**config.mk**
```make
export PLATFORM = sky130hd
export DESIGN_NAME = fiap_control
export DESIGN_NICKNAME = d
export VERILOG_FILES = /design/src/pkg/fiap_pkg.sv /design/src/hw/fiap_control.sv /design/src/hw/fiap_wbuf.sv
export SDC_FILE = /design/constraint.sdc
export NUM_CORES = 1
export LEC_CHECK = 0
export BUFFER_PORTS_ARGS = -buffer_cell sky130_fd_sc_hd__buf_2
export CAP_MARGIN = 20
export CORE_MARGIN = 3
export CORE_UTILIZATION = 35
export DETAILED_ROUTE_END_ITERATION = 8
export GPL_TIMING_DRIVEN = 0
export SYNTH_ARGS = -nofsm -noshare
export SYNTH_HDL_FRONTEND = slang
export SYNTH_SLANG_ARGS = --single-unit
```
**constraint.sdc**
```tcl
create_clock -name clk_in -period 5.8 [get_ports clk_in]
set_clock_uncertainty 0.15 [all_clocks]
set_input_delay 0.29 -clock clk_in [delete_from_list [all_inputs] [get_ports clk_in]]
set_output_delay 0.29 -clock clk_in [all_outputs]
set_load 0.1 [all_outputs]
```
**src/pkg/fiap_pkg.sv**
```systemverilog
// Constants used by the flash programming controller
package fiap_pkg;
	// Register offsets on the special function register port
	localparam logic [3:0] FIAP_OFS_OP_CTRL = 4'h0;
	localparam logic [3:0] FIAP_OFS_RESET_KEY = 4'h1;
	localparam logic [3:0] FIAP_OFS_BUF_TIME = 4'h2;
	localparam logic [3:0] FIAP_OFS_ADDR_LO = 4'h3;
	localparam logic [3:0] FIAP_OFS_ADDR_HI = 4'h4;
	// Data word pairs: low byte at base+2n, high byte at base+2n+1
	localparam logic [3:0] FIAP_OFS_DATA_BASE = 4'h5;
	localparam logic [3:0] FIAP_OFS_DATA_LAST = 4'hc;
	localparam logic [2:0] FIAP_IDX_FIRST_HIGH = 3'h1;
	// Operation control bit positions
	localparam int FIAP_BIT_UNLOCKED = 7;
	localparam int FIAP_BIT_MODE_LSB = 4;
	localparam int FIAP_BIT_TRIGGER = 3;
	localparam int FIAP_BIT_WRITE_GO = 2;
	localparam int FIAP_BIT_READ_ALLOW = 1;
	localparam int FIAP_BIT_READ_GO = 0;
	// Buffer and timing control bit positions
	localparam int FIAP_BIT_TIME_SEL = 1;
	localparam int FIAP_BIT_CLEAR_GO = 0;
	// Reset values
	localparam logic [7:0] FIAP_RST_BYTE = 8'h00;
	localparam logic [11:0] FIAP_RST_ADDR = 12'h000;
	localparam logic [2:0] FIAP_RST_MODE = 3'h0;
	// Operation modes
	localparam logic [2:0] FIAP_MODE_WRITE = 3'h0;
	localparam logic [2:0] FIAP_MODE_ERASE = 3'h1;
	localparam logic [2:0] FIAP_MODE_READ = 3'h3;
	localparam logic [2:0] FIAP_MODE_UNLOCK = 3'h6;
	// Chip reset key and unlock pattern
	localparam logic [7:0] FIAP_RESET_KEY = 8'h55;
	localparam logic [47:0] FIAP_UNLOCK_PATTERN = 48'h00_0d_c3_04_09_40;
	// Page geometry
	localparam logic [4:0] FIAP_PAGE_LAST = 5'h1f;
	// Timing
	localparam int FIAP_CLK_PERIOD_NS = 10;
	localparam int FIAP_ERASE_T0_NS = 3200000;
	localparam int FIAP_WRITE_T0_NS = 2200000;
	localparam int FIAP_ERASE_T1_NS = 3700000;
	localparam int FIAP_WRITE_T1_NS = 3000000;
	localparam int FIAP_ERASE_T0_CYC = FIAP_ERASE_T0_NS / FIAP_CLK_PERIOD_NS;
	localparam int FIAP_WRITE_T0_CYC = FIAP_WRITE_T0_NS / FIAP_CLK_PERIOD_NS;
	localparam int FIAP_ERASE_T1_CYC = FIAP_ERASE_T1_NS / FIAP_CLK_PERIOD_NS;
	localparam int FIAP_WRITE_T1_CYC = FIAP_WRITE_T1_NS / FIAP_CLK_PERIOD_NS;
	localparam int FIAP_UNLOCK_CYC = 64;
	localparam logic [18:0] FIAP_READ_CYC = 19'h4;
	localparam logic [18:0] FIAP_CLEAR_CYC = 19'h20;
	typedef enum logic [2:0] {
		FIAP_IDLE = 3'b000,
		FIAP_UNLOCK = 3'b001,
		FIAP_ERASE = 3'b010,
		FIAP_PROG = 3'b011,
		FIAP_READ = 3'b100,
		FIAP_CLEAR = 3'b101
	} fiap_state_e;
endpackage

```
**src/hw/fiap_control.sv**
```systemverilog
// Flash in-application programming controller with its register set
`timescale 1ns/1ns
module fiap_control import fiap_pkg::*; #(
	parameter int ERASE_T0_CYC = FIAP_ERASE_T0_CYC,
	parameter int WRITE_T0_CYC = FIAP_WRITE_T0_CYC,
	parameter int ERASE_T1_CYC = FIAP_ERASE_T1_CYC,
	parameter int WRITE_T1_CYC = FIAP_WRITE_T1_CYC,
	parameter int UNLOCK_CYC = FIAP_UNLOCK_CYC
) (
	input wire logic clk_in,
	input wire logic rst_in,
	input wire logic [3:0] sfr_addr_in,
	input wire logic sfr_wr_in,
	input wire logic [7:0] sfr_wdata_in,
	output logic [7:0] sfr_rdata_out,
	output logic cpu_stall_out,
	output logic chip_reset_out,
	output logic [11:0] flash_addr_out,
	output logic flash_erase_out,
	output logic flash_prog_out,
	output logic flash_read_out,
	input wire logic [15:0] flash_rdata_in,
	input wire logic [4:0] flash_wbuf_idx_in,
	output logic [15:0] flash_wbuf_data_out
);
	fiap_state_e state_ff;
	logic [18:0] cnt_ff;
	logic unlocked_ff;
	logic [2:0] mode_ff;
	logic read_allow_ff;
	logic time_sel_ff;
	logic [7:0] key_ff;
	logic chip_reset_ff;
	logic [11:0] addr_ff;
	logic [7:0] data_lo_ff [4];
	logic [7:0] data_hi_ff [4];
	logic [7:0] rdata_ff;
	logic wr_op, wr_key, wr_bt, wr_al, wr_ah, wr_data;
	logic [2:0] data_idx;
	logic [2:0] wmode;
	logic start_prog, start_read, start_unlock, start_clr;
	logic unlock_done, pattern_ok, first_high_wr;
	logic [18:0] prog_len;
	logic buf_we;
	logic [4:0] buf_waddr;
	logic [15:0] buf_wdata;
	logic [7:0] op_view;

	// Register write decode
	always_comb begin
		wr_op = 1'b0;
		wr_key = 1'b0;
		wr_bt = 1'b0;
		wr_al = 1'b0;
		wr_ah = 1'b0;
		wr_data = 1'b0;
		data_idx = 3'h0;
		if (sfr_addr_in == FIAP_OFS_OP_CTRL) begin
			wr_op = sfr_wr_in;
		end else if (sfr_addr_in == FIAP_OFS_RESET_KEY) begin
			wr_key = sfr_wr_in;
		end else if (sfr_addr_in == FIAP_OFS_BUF_TIME) begin
			wr_bt = sfr_wr_in;
		end else if (sfr_addr_in == FIAP_OFS_ADDR_LO) begin
			wr_al = sfr_wr_in;
		end else if (sfr_addr_in == FIAP_OFS_ADDR_HI) begin
			wr_ah = sfr_wr_in;
		end else if (sfr_addr_in >= FIAP_OFS_DATA_BASE && sfr_addr_in <= FIAP_OFS_DATA_LAST) begin
			wr_data = sfr_wr_in;
			data_idx = 3'(sfr_addr_in - FIAP_OFS_DATA_BASE);
		end
	end

	assign wmode = sfr_wdata_in[FIAP_BIT_MODE_LSB +: 3];
	assign start_prog = wr_op && sfr_wdata_in[FIAP_BIT_WRITE_GO] && state_ff == FIAP_IDLE && unlocked_ff
		&& (wmode == FIAP_MODE_WRITE || wmode == FIAP_MODE_ERASE);
	assign start_read = wr_op && sfr_wdata_in[FIAP_BIT_READ_GO] && sfr_wdata_in[FIAP_BIT_READ_ALLOW]
		&& state_ff == FIAP_IDLE && wmode == FIAP_MODE_READ;
	assign start_unlock = wr_op && sfr_wdata_in[FIAP_BIT_TRIGGER] && state_ff == FIAP_IDLE
		&& wmode == FIAP_MODE_UNLOCK;
	assign start_clr = wr_bt && sfr_wdata_in[FIAP_BIT_CLEAR_GO] && state_ff == FIAP_IDLE;
	assign unlock_done = state_ff == FIAP_UNLOCK && cnt_ff == 19'h0;
	assign first_high_wr = wr_data && data_idx == FIAP_IDX_FIRST_HIGH && state_ff == FIAP_IDLE;

	// pattern compare over words two to four
	assign pattern_ok = {data_lo_ff[1], data_lo_ff[2], data_lo_ff[3],
		data_hi_ff[1], data_hi_ff[2], data_hi_ff[3]} == FIAP_UNLOCK_PATTERN;

	always_comb begin
		if (wmode == FIAP_MODE_ERASE) begin
			prog_len = time_sel_ff ? 19'(ERASE_T1_CYC - 1) : 19'(ERASE_T0_CYC - 1);
		end else begin
			prog_len = time_sel_ff ? 19'(WRITE_T1_CYC - 1) : 19'(WRITE_T0_CYC - 1);
		end
	end

	// Operation sequencer
	always_ff @(posedge clk_in) begin
		if (rst_in) begin
			state_ff <= FIAP_IDLE;
			cnt_ff <= 19'h0;
		end else begin
			case (state_ff)
				FIAP_IDLE: begin
					if (start_prog) begin
						state_ff <= (wmode == FIAP_MODE_ERASE) ? FIAP_ERASE : FIAP_PROG;
						cnt_ff <= prog_len;
					end else if (start_read) begin
						state_ff <= FIAP_READ;
						cnt_ff <= FIAP_READ_CYC - 19'h1;
					end else if (start_unlock) begin
						state_ff <= FIAP_UNLOCK;
						cnt_ff <= 19'(UNLOCK_CYC - 1);
					end else if (start_clr) begin
						state_ff <= FIAP_CLEAR;
						cnt_ff <= FIAP_CLEAR_CYC - 19'h1;
					end
				end
				FIAP_PROG: begin
					// Buffer is wiped after each page write
					if (cnt_ff == 19'h0) begin
						state_ff <= FIAP_CLEAR;
						cnt_ff <= FIAP_CLEAR_CYC - 19'h1;
					end else begin
						cnt_ff <= cnt_ff - 19'h1;
					end
				end
				FIAP_UNLOCK, FIAP_ERASE, FIAP_READ, FIAP_CLEAR: begin
					if (cnt_ff == 19'h0) begin
						state_ff <= FIAP_IDLE;
					end else begin
						cnt_ff <= cnt_ff - 19'h1;
					end
				end
				default: begin
					state_ff <= FIAP_IDLE;
				end
			endcase
		end
	end

	always_ff @(posedge clk_in) begin
		if (rst_in) begin
			unlocked_ff <= 1'b0;
		end else if (unlock_done && pattern_ok) begin
			unlocked_ff <= 1'b1;
		end else if (wr_op && !sfr_wdata_in[FIAP_BIT_UNLOCKED]) begin
			unlocked_ff <= 1'b0;
		end
	end

	always_ff @(posedge clk_in) begin
		if (rst_in) begin
			mode_ff <= FIAP_RST_MODE;
			read_allow_ff <= 1'b0;
		end else if (wr_op) begin
			mode_ff <= wmode;
			read_allow_ff <= sfr_wdata_in[FIAP_BIT_READ_ALLOW];
		end
	end

	always_ff @(posedge clk_in) begin
		if (rst_in) begin
			time_sel_ff <= 1'b0;
		end else if (wr_bt) begin
			time_sel_ff <= sfr_wdata_in[FIAP_BIT_TIME_SEL];
		end
	end

	always_ff @(posedge clk_in) begin
		if (rst_in) begin
			key_ff <= FIAP_RST_BYTE;
			chip_reset_ff <= 1'b0;
		end else begin
			chip_reset_ff <= wr_key && sfr_wdata_in == FIAP_RESET_KEY;
			if (wr_key) begin
				key_ff <= sfr_wdata_in;
			end
		end
	end

	always_ff @(posedge clk_in) begin
		if (rst_in) begin
			addr_ff <= FIAP_RST_ADDR;
		end else if (wr_al) begin
			addr_ff[7:0] <= sfr_wdata_in;
		end else if (wr_ah) begin
			addr_ff[11:8] <= sfr_wdata_in[3:0];
		end else if (first_high_wr && addr_ff[4:0] != FIAP_PAGE_LAST) begin
			addr_ff <= addr_ff + 12'h1;
		end
	end

	always_ff @(posedge clk_in) begin
		if (rst_in) begin
			for (int i = 0; i < 4; i++) begin
				data_lo_ff[i] <= FIAP_RST_BYTE;
				data_hi_ff[i] <= FIAP_RST_BYTE;
			end
		end else if (wr_data) begin
			if (data_idx[0]) begin
				data_hi_ff[data_idx[2:1]] <= sfr_wdata_in;
			end else begin
				data_lo_ff[data_idx[2:1]] <= sfr_wdata_in;
			end
		end else if (state_ff == FIAP_READ && cnt_ff == 19'h0) begin
			{data_hi_ff[0], data_lo_ff[0]} <= flash_rdata_in;
		end
	end

	// high byte write of the first data word loads the buffer
	always_comb begin
		if (state_ff == FIAP_CLEAR) begin
			buf_we = 1'b1;
			buf_waddr = cnt_ff[4:0];
			buf_wdata = 16'h0;
		end else begin
			buf_we = first_high_wr;
			// buffer offset from address bits 4 to 0
			buf_waddr = addr_ff[4:0];
			buf_wdata = {sfr_wdata_in, data_lo_ff[0]};
		end
	end

	fiap_wbuf u_wbuf (
		.clk_in(clk_in),
		.we_in(buf_we),
		.waddr_in(buf_waddr),
		.wdata_in(buf_wdata),
		.raddr_in(flash_wbuf_idx_in),
		.rdata_out(flash_wbuf_data_out)
	);

	assign op_view = {unlocked_ff, mode_ff, state_ff == FIAP_UNLOCK,
		state_ff == FIAP_ERASE || state_ff == FIAP_PROG, read_allow_ff, state_ff == FIAP_READ};

	// register read with zeroed unused bits
	always_ff @(posedge clk_in) begin
		if (rst_in) begin
			rdata_ff <= FIAP_RST_BYTE;
		end else if (sfr_addr_in == FIAP_OFS_OP_CTRL) begin
			rdata_ff <= op_view;
		end else if (sfr_addr_in == FIAP_OFS_RESET_KEY) begin
			rdata_ff <= key_ff;
		end else if (sfr_addr_in == FIAP_OFS_BUF_TIME) begin
			rdata_ff <= {6'h0, time_sel_ff, state_ff == FIAP_CLEAR};
		end else if (sfr_addr_in == FIAP_OFS_ADDR_LO) begin
			rdata_ff <= addr_ff[7:0];
		end else if (sfr_addr_in == FIAP_OFS_ADDR_HI) begin
			rdata_ff <= {4'h0, addr_ff[11:8]};
		end else if (sfr_addr_in >= FIAP_OFS_DATA_BASE && sfr_addr_in <= FIAP_OFS_DATA_LAST) begin
			rdata_ff <= data_idx[0] ? data_hi_ff[data_idx[2:1]] : data_lo_ff[data_idx[2:1]];
		end else begin
			rdata_ff <= FIAP_RST_BYTE;
		end
	end

	assign sfr_rdata_out = rdata_ff;
	assign cpu_stall_out = state_ff == FIAP_ERASE || state_ff == FIAP_PROG || state_ff == FIAP_READ;
	assign chip_reset_out = chip_reset_ff;
	assign flash_addr_out = addr_ff;
	assign flash_erase_out = state_ff == FIAP_ERASE;
	assign flash_prog_out = state_ff == FIAP_PROG;
	assign flash_read_out = state_ff == FIAP_READ;
endmodule // fiap_control

```
**src/hw/fiap_wbuf.sv**
```systemverilog
// Page write buffer: 32 words of 16 bits, registered read port
`timescale 1ns/1ns
module fiap_wbuf (
	input wire logic clk_in,
	input wire logic we_in,
	input wire logic [4:0] waddr_in,
	input wire logic [15:0] wdata_in,
	input wire logic [4:0] raddr_in,
	output logic [15:0] rdata_out
);
	logic [15:0] mem_ff [32];
	logic [15:0] rdata_ff;

	always_ff @(posedge clk_in) begin
		if (we_in) begin
			mem_ff[waddr_in] <= wdata_in;
		end
	end

	always_ff @(posedge clk_in) begin
		rdata_ff <= mem_ff[raddr_in];
	end

	assign rdata_out = rdata_ff;
endmodule // fiap_wbuf

```
==> flow_metrics.py, run 1 <==
metrics = {
    "clock_network": {
        "cts_buffers": 69,
        "clock_sinks": 649,
        "ctsResizeCount": 0,
        "clk_path_buf_depth": 3,
        "cts_tree": "done",
        "path_clk_slew_ns": 0.06,
        "clkLatencyLatePin_ns": 0.62,
        "cts.root.buffer_cell": "clkbuf_16",
        "htreeDepth": 3,
    },
    "cells_and_area": {
        "syn2layout_area_growth_pct": 17.4,
        "final_cells": 2893,
        "nets": 1915,
        "fin_area_mm2": 0.0314,
        "diodes": 0,
        "drive_above_1_share_pct": 23.5,
        "final_util_pct": 41.9,
    },
    "die": {
        "die-area_mm2": 0.0799,
        "start_util_pct": 35.7,
        "die_x_um": 283,
        "core_mm2": 0.0751,
        "die_height_um": 283,
        "num_rows": 100,
        "num_io_pins": 77,
    },
    "yosys": {
        "synthArstFlopShare_pct": 0,
        "yosysSeqAreaShare_pct": 67.7,
        "ys_warn_count": 0,
        "synth_cell_types": 81,
        "synth_area_per_cell_um2": 16.0,
        "ys.flop_type": "edfxtp_1",
        "synth_edf_count": 512,
        "synthCells": 1675,
        "ys_seq_elements": 649,
        "syn-num-nets": 1721,
        "syn-cell-area_mm2": 0.0268,
    },
    "pwr": {
        "power.share.clock_pct": 38.0,
        "power_switching_share_pct": 27.5,
        "p_sw_mw": 3.15,
        "power.leakage_nw": 10.3,
        "ir_worst_vdd_v": 0.000198,
        "power_mw": 11.4,
        "powerDensity_mw_per_mm2": 364,
        "intPower_mw": 8.30,
        "p_seq_share_pct": 46.1,
        "combPwrFrac_pct": 15.9,
    },
    "timing": {
        "maxSlewHeadroom_pct": 26.0,
        "max_freq_ghz": 0.231,
        "post-route-period-util_pct": 74.5,
        "whs_ns": 0.0644,
        "final_hold_viol_count": 0,
        "setup_tns_ns": 0,
        "finalSetupViolCount": 0,
        "rsz0062_at_grt": "false",
        "tightest_slew_ns": 1.11,
        "finalMaxSlewViolations": 0,
        "fin_ws_ns": 1.48,
        "timing.final.crit_period_ns": 4.32,
    },
    "worst_setup_path": {
        "r2r_slack_ns": 1.85,
        "crit_buf_inv": 4,
        "path_delay_family": "simple AND/OR/NAND/NOR gates",
        "end_kind": "flip-flop",
        "crit_fanout": 16,
        "crit_chain": "buf_2, clkinv_1, ha_1, buf_2, or3b_2, o21ai_0, and2_1, buf_2, nor3b_1, a31oi_2, nor2_2",
        "r2r-end": "u_wbuf.mem_ff[6][2]",
        "rr_worst_depth": 8,
        "crit_type": "primary input to flip-flop",
        "r2r_start": "state_ff[0]",
        "arrival_ns": 4.40,
        "startpoint_type": "primary input",
        "cp_slowest_cell": "nor2_2",
        "crit_required_ns": 5.88,
        "path_common_cell": "buf_2",
        "slowest_delay_ns": 0.88,
    },
    "place": {
        "dp_hpwl_um": 50400,
        "portBuffers": 68,
        "pre_cts_ws_ns": 0.935,
        "placed_cells": 2740,
        "globalplace.congestion": 0.910,
        "post_dp_cell_area_mm2": 0.0289,
    },
    "route": {
        "dr_total_vias": 16300,
        "wirelength_um": 73000,
        "ant_nets": 0,
        "drc_errors": 0,
        "wl_per_cell_um": 25.2,
        "firstDrtPassIters": 5,
        "viasPerCell": 5.63,
        "drt_iter0_markers": 1924,
    },
    "grt": {
        "overflow": 0,
        "grt_usage_pct": 18.4,
        "antenna_found_initial": 1,
        "grt_max_degree": 33,
        "grt_pass1_vias": 16300,
        "grt_pass1_wl_um": 108000,
    },
    "min_path": {
        "holdPathStages": 2,
        "min_to": "u_wbuf.rdata_out[2]",
        "min_path_type": "primary input to flip-flop",
        "hp-start": "flash_wbuf_idx_in[4]",
    },
    "run_status": {
        "status": "finished clean",
    },
    "run": {
        "max_cap_violations": 0,
    },
}
-- cell usage in the layout (no fill, tap or decap), types with 27 or more instances in the layout --
cell type,instances
nand2_1,62
mux2i_1,39
a211oi_1,35
buf_2,80
nor2_2,32
nor2_1,142
o21ai_0,42
dfxtp_1,137
mux4_2,165
clkbuf_16,71
nand3_1,32
a21oi_1,75
edfxtp_1,512
clkbuf_1,86
nor3_1,27
-- cell type report --
class,count,area (um2)
buffer,106,429
clock inverter,30,324
fill,6729,43600
tap,969,1210
inverter,22,82.6
clock buffer,96,1930
multi-input combinational,898,8250
sequential,649,18100
timing repair buffer,123,1100
-- state kept, by name, indices dropped and copies added, names as in the netlist --
signal            count
flash_addr_out       12
key_ff                8
u_wbuf.mem_ff       512
mode_ff               3
state_ff              3
read_allow_ff         1
unlocked_ff           1
cnt_ff               19
sfr_rdata_out         8
u_wbuf.rdata_out     16
time_sel_ff           1
data_hi_ff           32
data_lo_ff           32
chip_reset_out        1
-- worst max path at each step --
stage	slack, ns	start	endpoint	cells after the start
floorplan	2.16	sfr_addr_in[0]	u_wbuf.mem_ff[10][0]	10
CTS	1.57	sfr_addr_in[0]	u_wbuf.mem_ff[6][2]	11
finish	1.48	sfr_addr_in[0]	u_wbuf.mem_ff[6][2]	11
global placement	0.43	sfr_addr_in[0]	u_wbuf.mem_ff[22][9]	11
global route	1.36	sfr_addr_in[0]	u_wbuf.mem_ff[14][13]	11
detailed placement	0.93	sfr_addr_in[0]	u_wbuf.mem_ff[6][3]	11
-- cell families after synthesis --
family          synth area share (%)
compound gates                  5.97
flops                           67.7
xor+xnor                       0.327
simple gates                    7.57
buf+inv                         1.91
fa+ha+maj                      0.467
mux                             16.1
-- cell usage after synthesis (5+ instances only) --
master    number  area, um2
a211oi_1      35        263
a21oi_1       78        390
a22oi_1       20        150
a31oi_1        7       43.8
and2_1        16        100
and3_1        10       62.6
buf_1         23       86.3
buf_2         12       60.1
clkbuf_1      67        251
dfxtp_1      137       2740
edfxtp_1     512      15400
ha_1          10        125
inv_1         19       71.3
mux2_2        18        203
mux2i_1       39        390
mux4_2       165       3720
nand2_1       62        233
nand2b_1       5       31.3
nand3_1       32        160
nand4_1        6       37.5
nor2_1       174        653
nor2b_1       10       62.6
nor3_1        27        135
nor4_1        17        106
nor4b_1        8       70.1
o211ai_1       5       37.5
o21ai_0       42        210
o22ai_1        6       37.5
or3_1          6       37.5
or4_1          6       45.0
xnor2_1        6       52.6
-- power by group through the flow --
stage | combinational [mW] | sequential (mW) | clock (mW)
floorplan | 1.05 | 5.49 | 0
CTS | 1.78 | 5.28 | 4.43
global placement | 1.68 | 5.38 | 0
global route | 1.96 | 5.28 | 4.62
finish | 1.82 | 5.28 | 4.35
detailed placement | 1.76 | 5.38 | 0
-- layer usage --
metal	up-vias	GRT usage (%)	share of wire, %	wire (um)
met5	-	0	0	0
met3	131	2.74	6.3	4630
met1	8431	26.5	44	32200
li1	7052	-	-	-
met4	0	6.51	3.5	2570
met2	681	28.6	46	33600
-- repair_timing --
item                                    4_1_cts  5_1_grt
endpoints found under the setup margin        0        0
hold buffers                                 20        0
endpoints found under the hold margin        18        0
setup buffers                                 0        0
No activity file was read; power rests on OpenSTA's default activity.
==> run 2: changes to the inputs <==
Clock period 5.8 ns to 4.1 ns, I/O delays scaled along.
==> flow_metrics.py, run 2 (same netlist as run 1, synthesis figures left out) <==
metrics = {
    "timing": {
        "timing.final.crit_period_ns": 4.27,
        "post-route-period-util_pct": 104,
        "rsz0062_at_grt": "true",
        "final_hold_viol_count": 0,
        "maxSlewHeadroom_pct": 25.7,
        "finalSetupViolCount": 80,
        "tightest_slew_ns": 1.11,
        "whs_ns": 0.0538,
        "finalMaxSlewViolations": 0,
        "max_freq_ghz": 0.234,
        "fin_ws_ns": -0.173,
    },
    "grt": {
        "grt_pass1_wl_um": 108000,
        "grt_max_degree": 33,
        "antenna_found_initial": 0,
        "overflow": 0,
        "grt_pass1_vias": 16400,
        "top_usage_layer": "met2",
        "grt_util_met1_pct": 26.5,
        "grt_usage_pct": 18.4,
        "met2_usage_pct": 28.7,
        "gr-usage-met3_pct": 2.72,
    },
    "clock_network": {
        "cts.root.buffer_cell": "clkbuf_16",
        "htreeDepth": 3,
        "clock_sinks": 649,
        "clkLatencyLatePin_ns": 0.62,
        "clk_path_buf_depth": 3,
        "cts_tree": "done",
        "cts_buffers": 69,
        "path_clk_slew_ns": 0.06,
    },
    "cells_and_area": {
        "seqCellArea_mm2": 0.0181,
        "diodes": 0,
        "final_cell_mix": "edfxtp_1 (512), mux4_2 (165), nor2_1 (142), dfxtp_1 (137), clkbuf_1 (86)",
        "final_util_pct": 42.0,
        "final.fill_count": 6726,
        "nets": 1925,
        "layout_commonest_cell": "edfxtp_1",
        "top_register": "u_wbuf.mem_ff",
        "syn2layout_area_growth_pct": 17.9,
        "largest_register_ffs": 512,
        "final_cells": 2903,
        "multi_input_area_mm2": 0.00827,
        "reg_top3": "u_wbuf.mem_ff (512), data_hi_ff (32), data_lo_ff (32)",
        "drive_above_1_share_pct": 23.4,
    },
    "run_status": {
        "failed_checks": "setup timing",
        "status": "finished with violations",
    },
    "worst_setup_path": {
        "endpoint": "u_wbuf.mem_ff[6][2]",
        "critPathLaunch": "sfr_addr_in[0]",
        "crit_required_ns": 4.18,
        "arrival_ns": 4.35,
        "r2r_start": "state_ff[0]",
        "crit_fanout": 16,
        "rr_worst_depth": 8,
        "crit_type": "primary input to flip-flop",
        "r2r-end": "u_wbuf.mem_ff[6][2]",
        "end_kind": "flip-flop",
        "startpoint_type": "primary input",
        "r2r_slack_ns": 0.09,
    },
    "pwr": {
        "ir_worst_vdd_v": 0.000280,
        "powerDensity_mw_per_mm2": 513,
        "power.share.clock_pct": 38.0,
        "p_sw_mw": 4.45,
        "combPwrFrac_pct": 15.9,
        "intPower_mw": 11.7,
        "power.leakage_nw": 10.4,
        "power_switching_share_pct": 27.5,
        "p_seq_share_pct": 46.1,
    },
    "die": {
        "die_height_um": 283,
        "die_x_um": 283,
        "num_io_pins": 77,
        "num_rows": 100,
        "start_util_pct": 35.7,
        "core_mm2": 0.0751,
        "die-area_mm2": 0.0799,
    },
    "place": {
        "dp_hpwl_um": 50400,
        "globalplace.congestion": 0.910,
        "portBuffers": 68,
        "placed_cells": 2740,
    },
    "route": {
        "drt_iter0_markers": 1955,
        "drc_errors": 0,
        "ant_nets": 0,
        "wl_per_cell_um": 25.2,
        "viasPerCell": 5.60,
        "wirelength_um": 73100,
        "dr_total_vias": 16200,
        "firstDrtPassIters": 7,
    },
    "min_path": {
        "min_path_type": "primary input to flip-flop",
    },
    "run": {
        "max_cap_violations": 0,
    },
}
run 2: cell types whose count changed in the layout (fill, tap and decap cells not counted):
cell | before | now
nor2_2 | 32 | 28
nor2_4 | 0 | 4
dlygate4sd3_1 | 20 | 30
run 2: how the worst min path moves through the flow:
stage | from | endpoint | slack (ns) | cells after the start
2_1_floorplan | sfr_wdata_in[3] | flash_addr_out[11] | 0.24 | 2
3_3_place_gp | mode_ff[0] | mode_ff[0] | 0.30 | 2
3_5_place_dp | read_allow_ff | read_allow_ff | 0.30 | 2
4_1_cts | sfr_addr_in[2] | time_sel_ff | 0.02 | 5
5_1_grt | sfr_wdata_in[1] | flash_addr_out[9] | 0.03 | 3
6_report | sfr_wdata_in[1] | flash_addr_out[9] | 0.05 | 3
run 2: power groups by stage:
stage          logic, mW  clock network, mW  registers [mW]
2_1_floorplan       1.49                  0            7.77
3_3_place_gp        2.37                  0            7.61
3_5_place_dp        2.49                  0            7.60
4_1_cts             2.53               6.27            7.46
5_1_grt             2.78               6.53            7.48
6_report            2.58               6.16            7.46
run 2: per-layer routing:
metal	part of all wire [%]	vias to the layer above
li1	-	7066
met1	44	8363
met2	46	679
met4	3.5	0
met5	0	-
met3	6.5	137
run 2: area by class of cell:
class,instances,area share (%)
Buffer,106,1.36
Clock buffer,96,6.12
Clock inverter,30,1.03
Inverter,22,0.262
Multi-Input combinational cell,898,26.2
Sequential cell,649,57.4
Tap cell,969,3.84
Timing Repair Buffer,133,3.80
run 2: worst max-delay path: stages:
cell and delay [ns]:
buf_2 0.14, clkinv_1 0.32, ha_1 0.35, buf_2 0.18
or3b_2 0.54, o21ai_0 0.26, and2_1 0.25, buf_2 0.28
nor3b_1 0.50, a31oi_2 0.44, nor2_2 0.89
run 2: per-stage QoR:
stage          setup slack, ns  total power [mW]  TNS (ns)  instance area, um2
2_1_floorplan            0.550              9.25         0               26800
3_3_place_gp             -1.18              9.98   -452.40               28300
3_5_place_dp            -0.680              10.1   -120.48               28900
4_1_cts                -0.0445              16.3    -0.972               31400
5_1_grt                 -0.269              16.8    -20.01               31600
6_report                -0.173              16.2     -9.48               31600
run 2: what timing repair did:
action,in CTS,in global routing
hold buffers,30,0
endpoints found under the setup margin,42,127
endpoints found under the hold margin,26,0
resized for setup,0,4
setup buffers,0,0
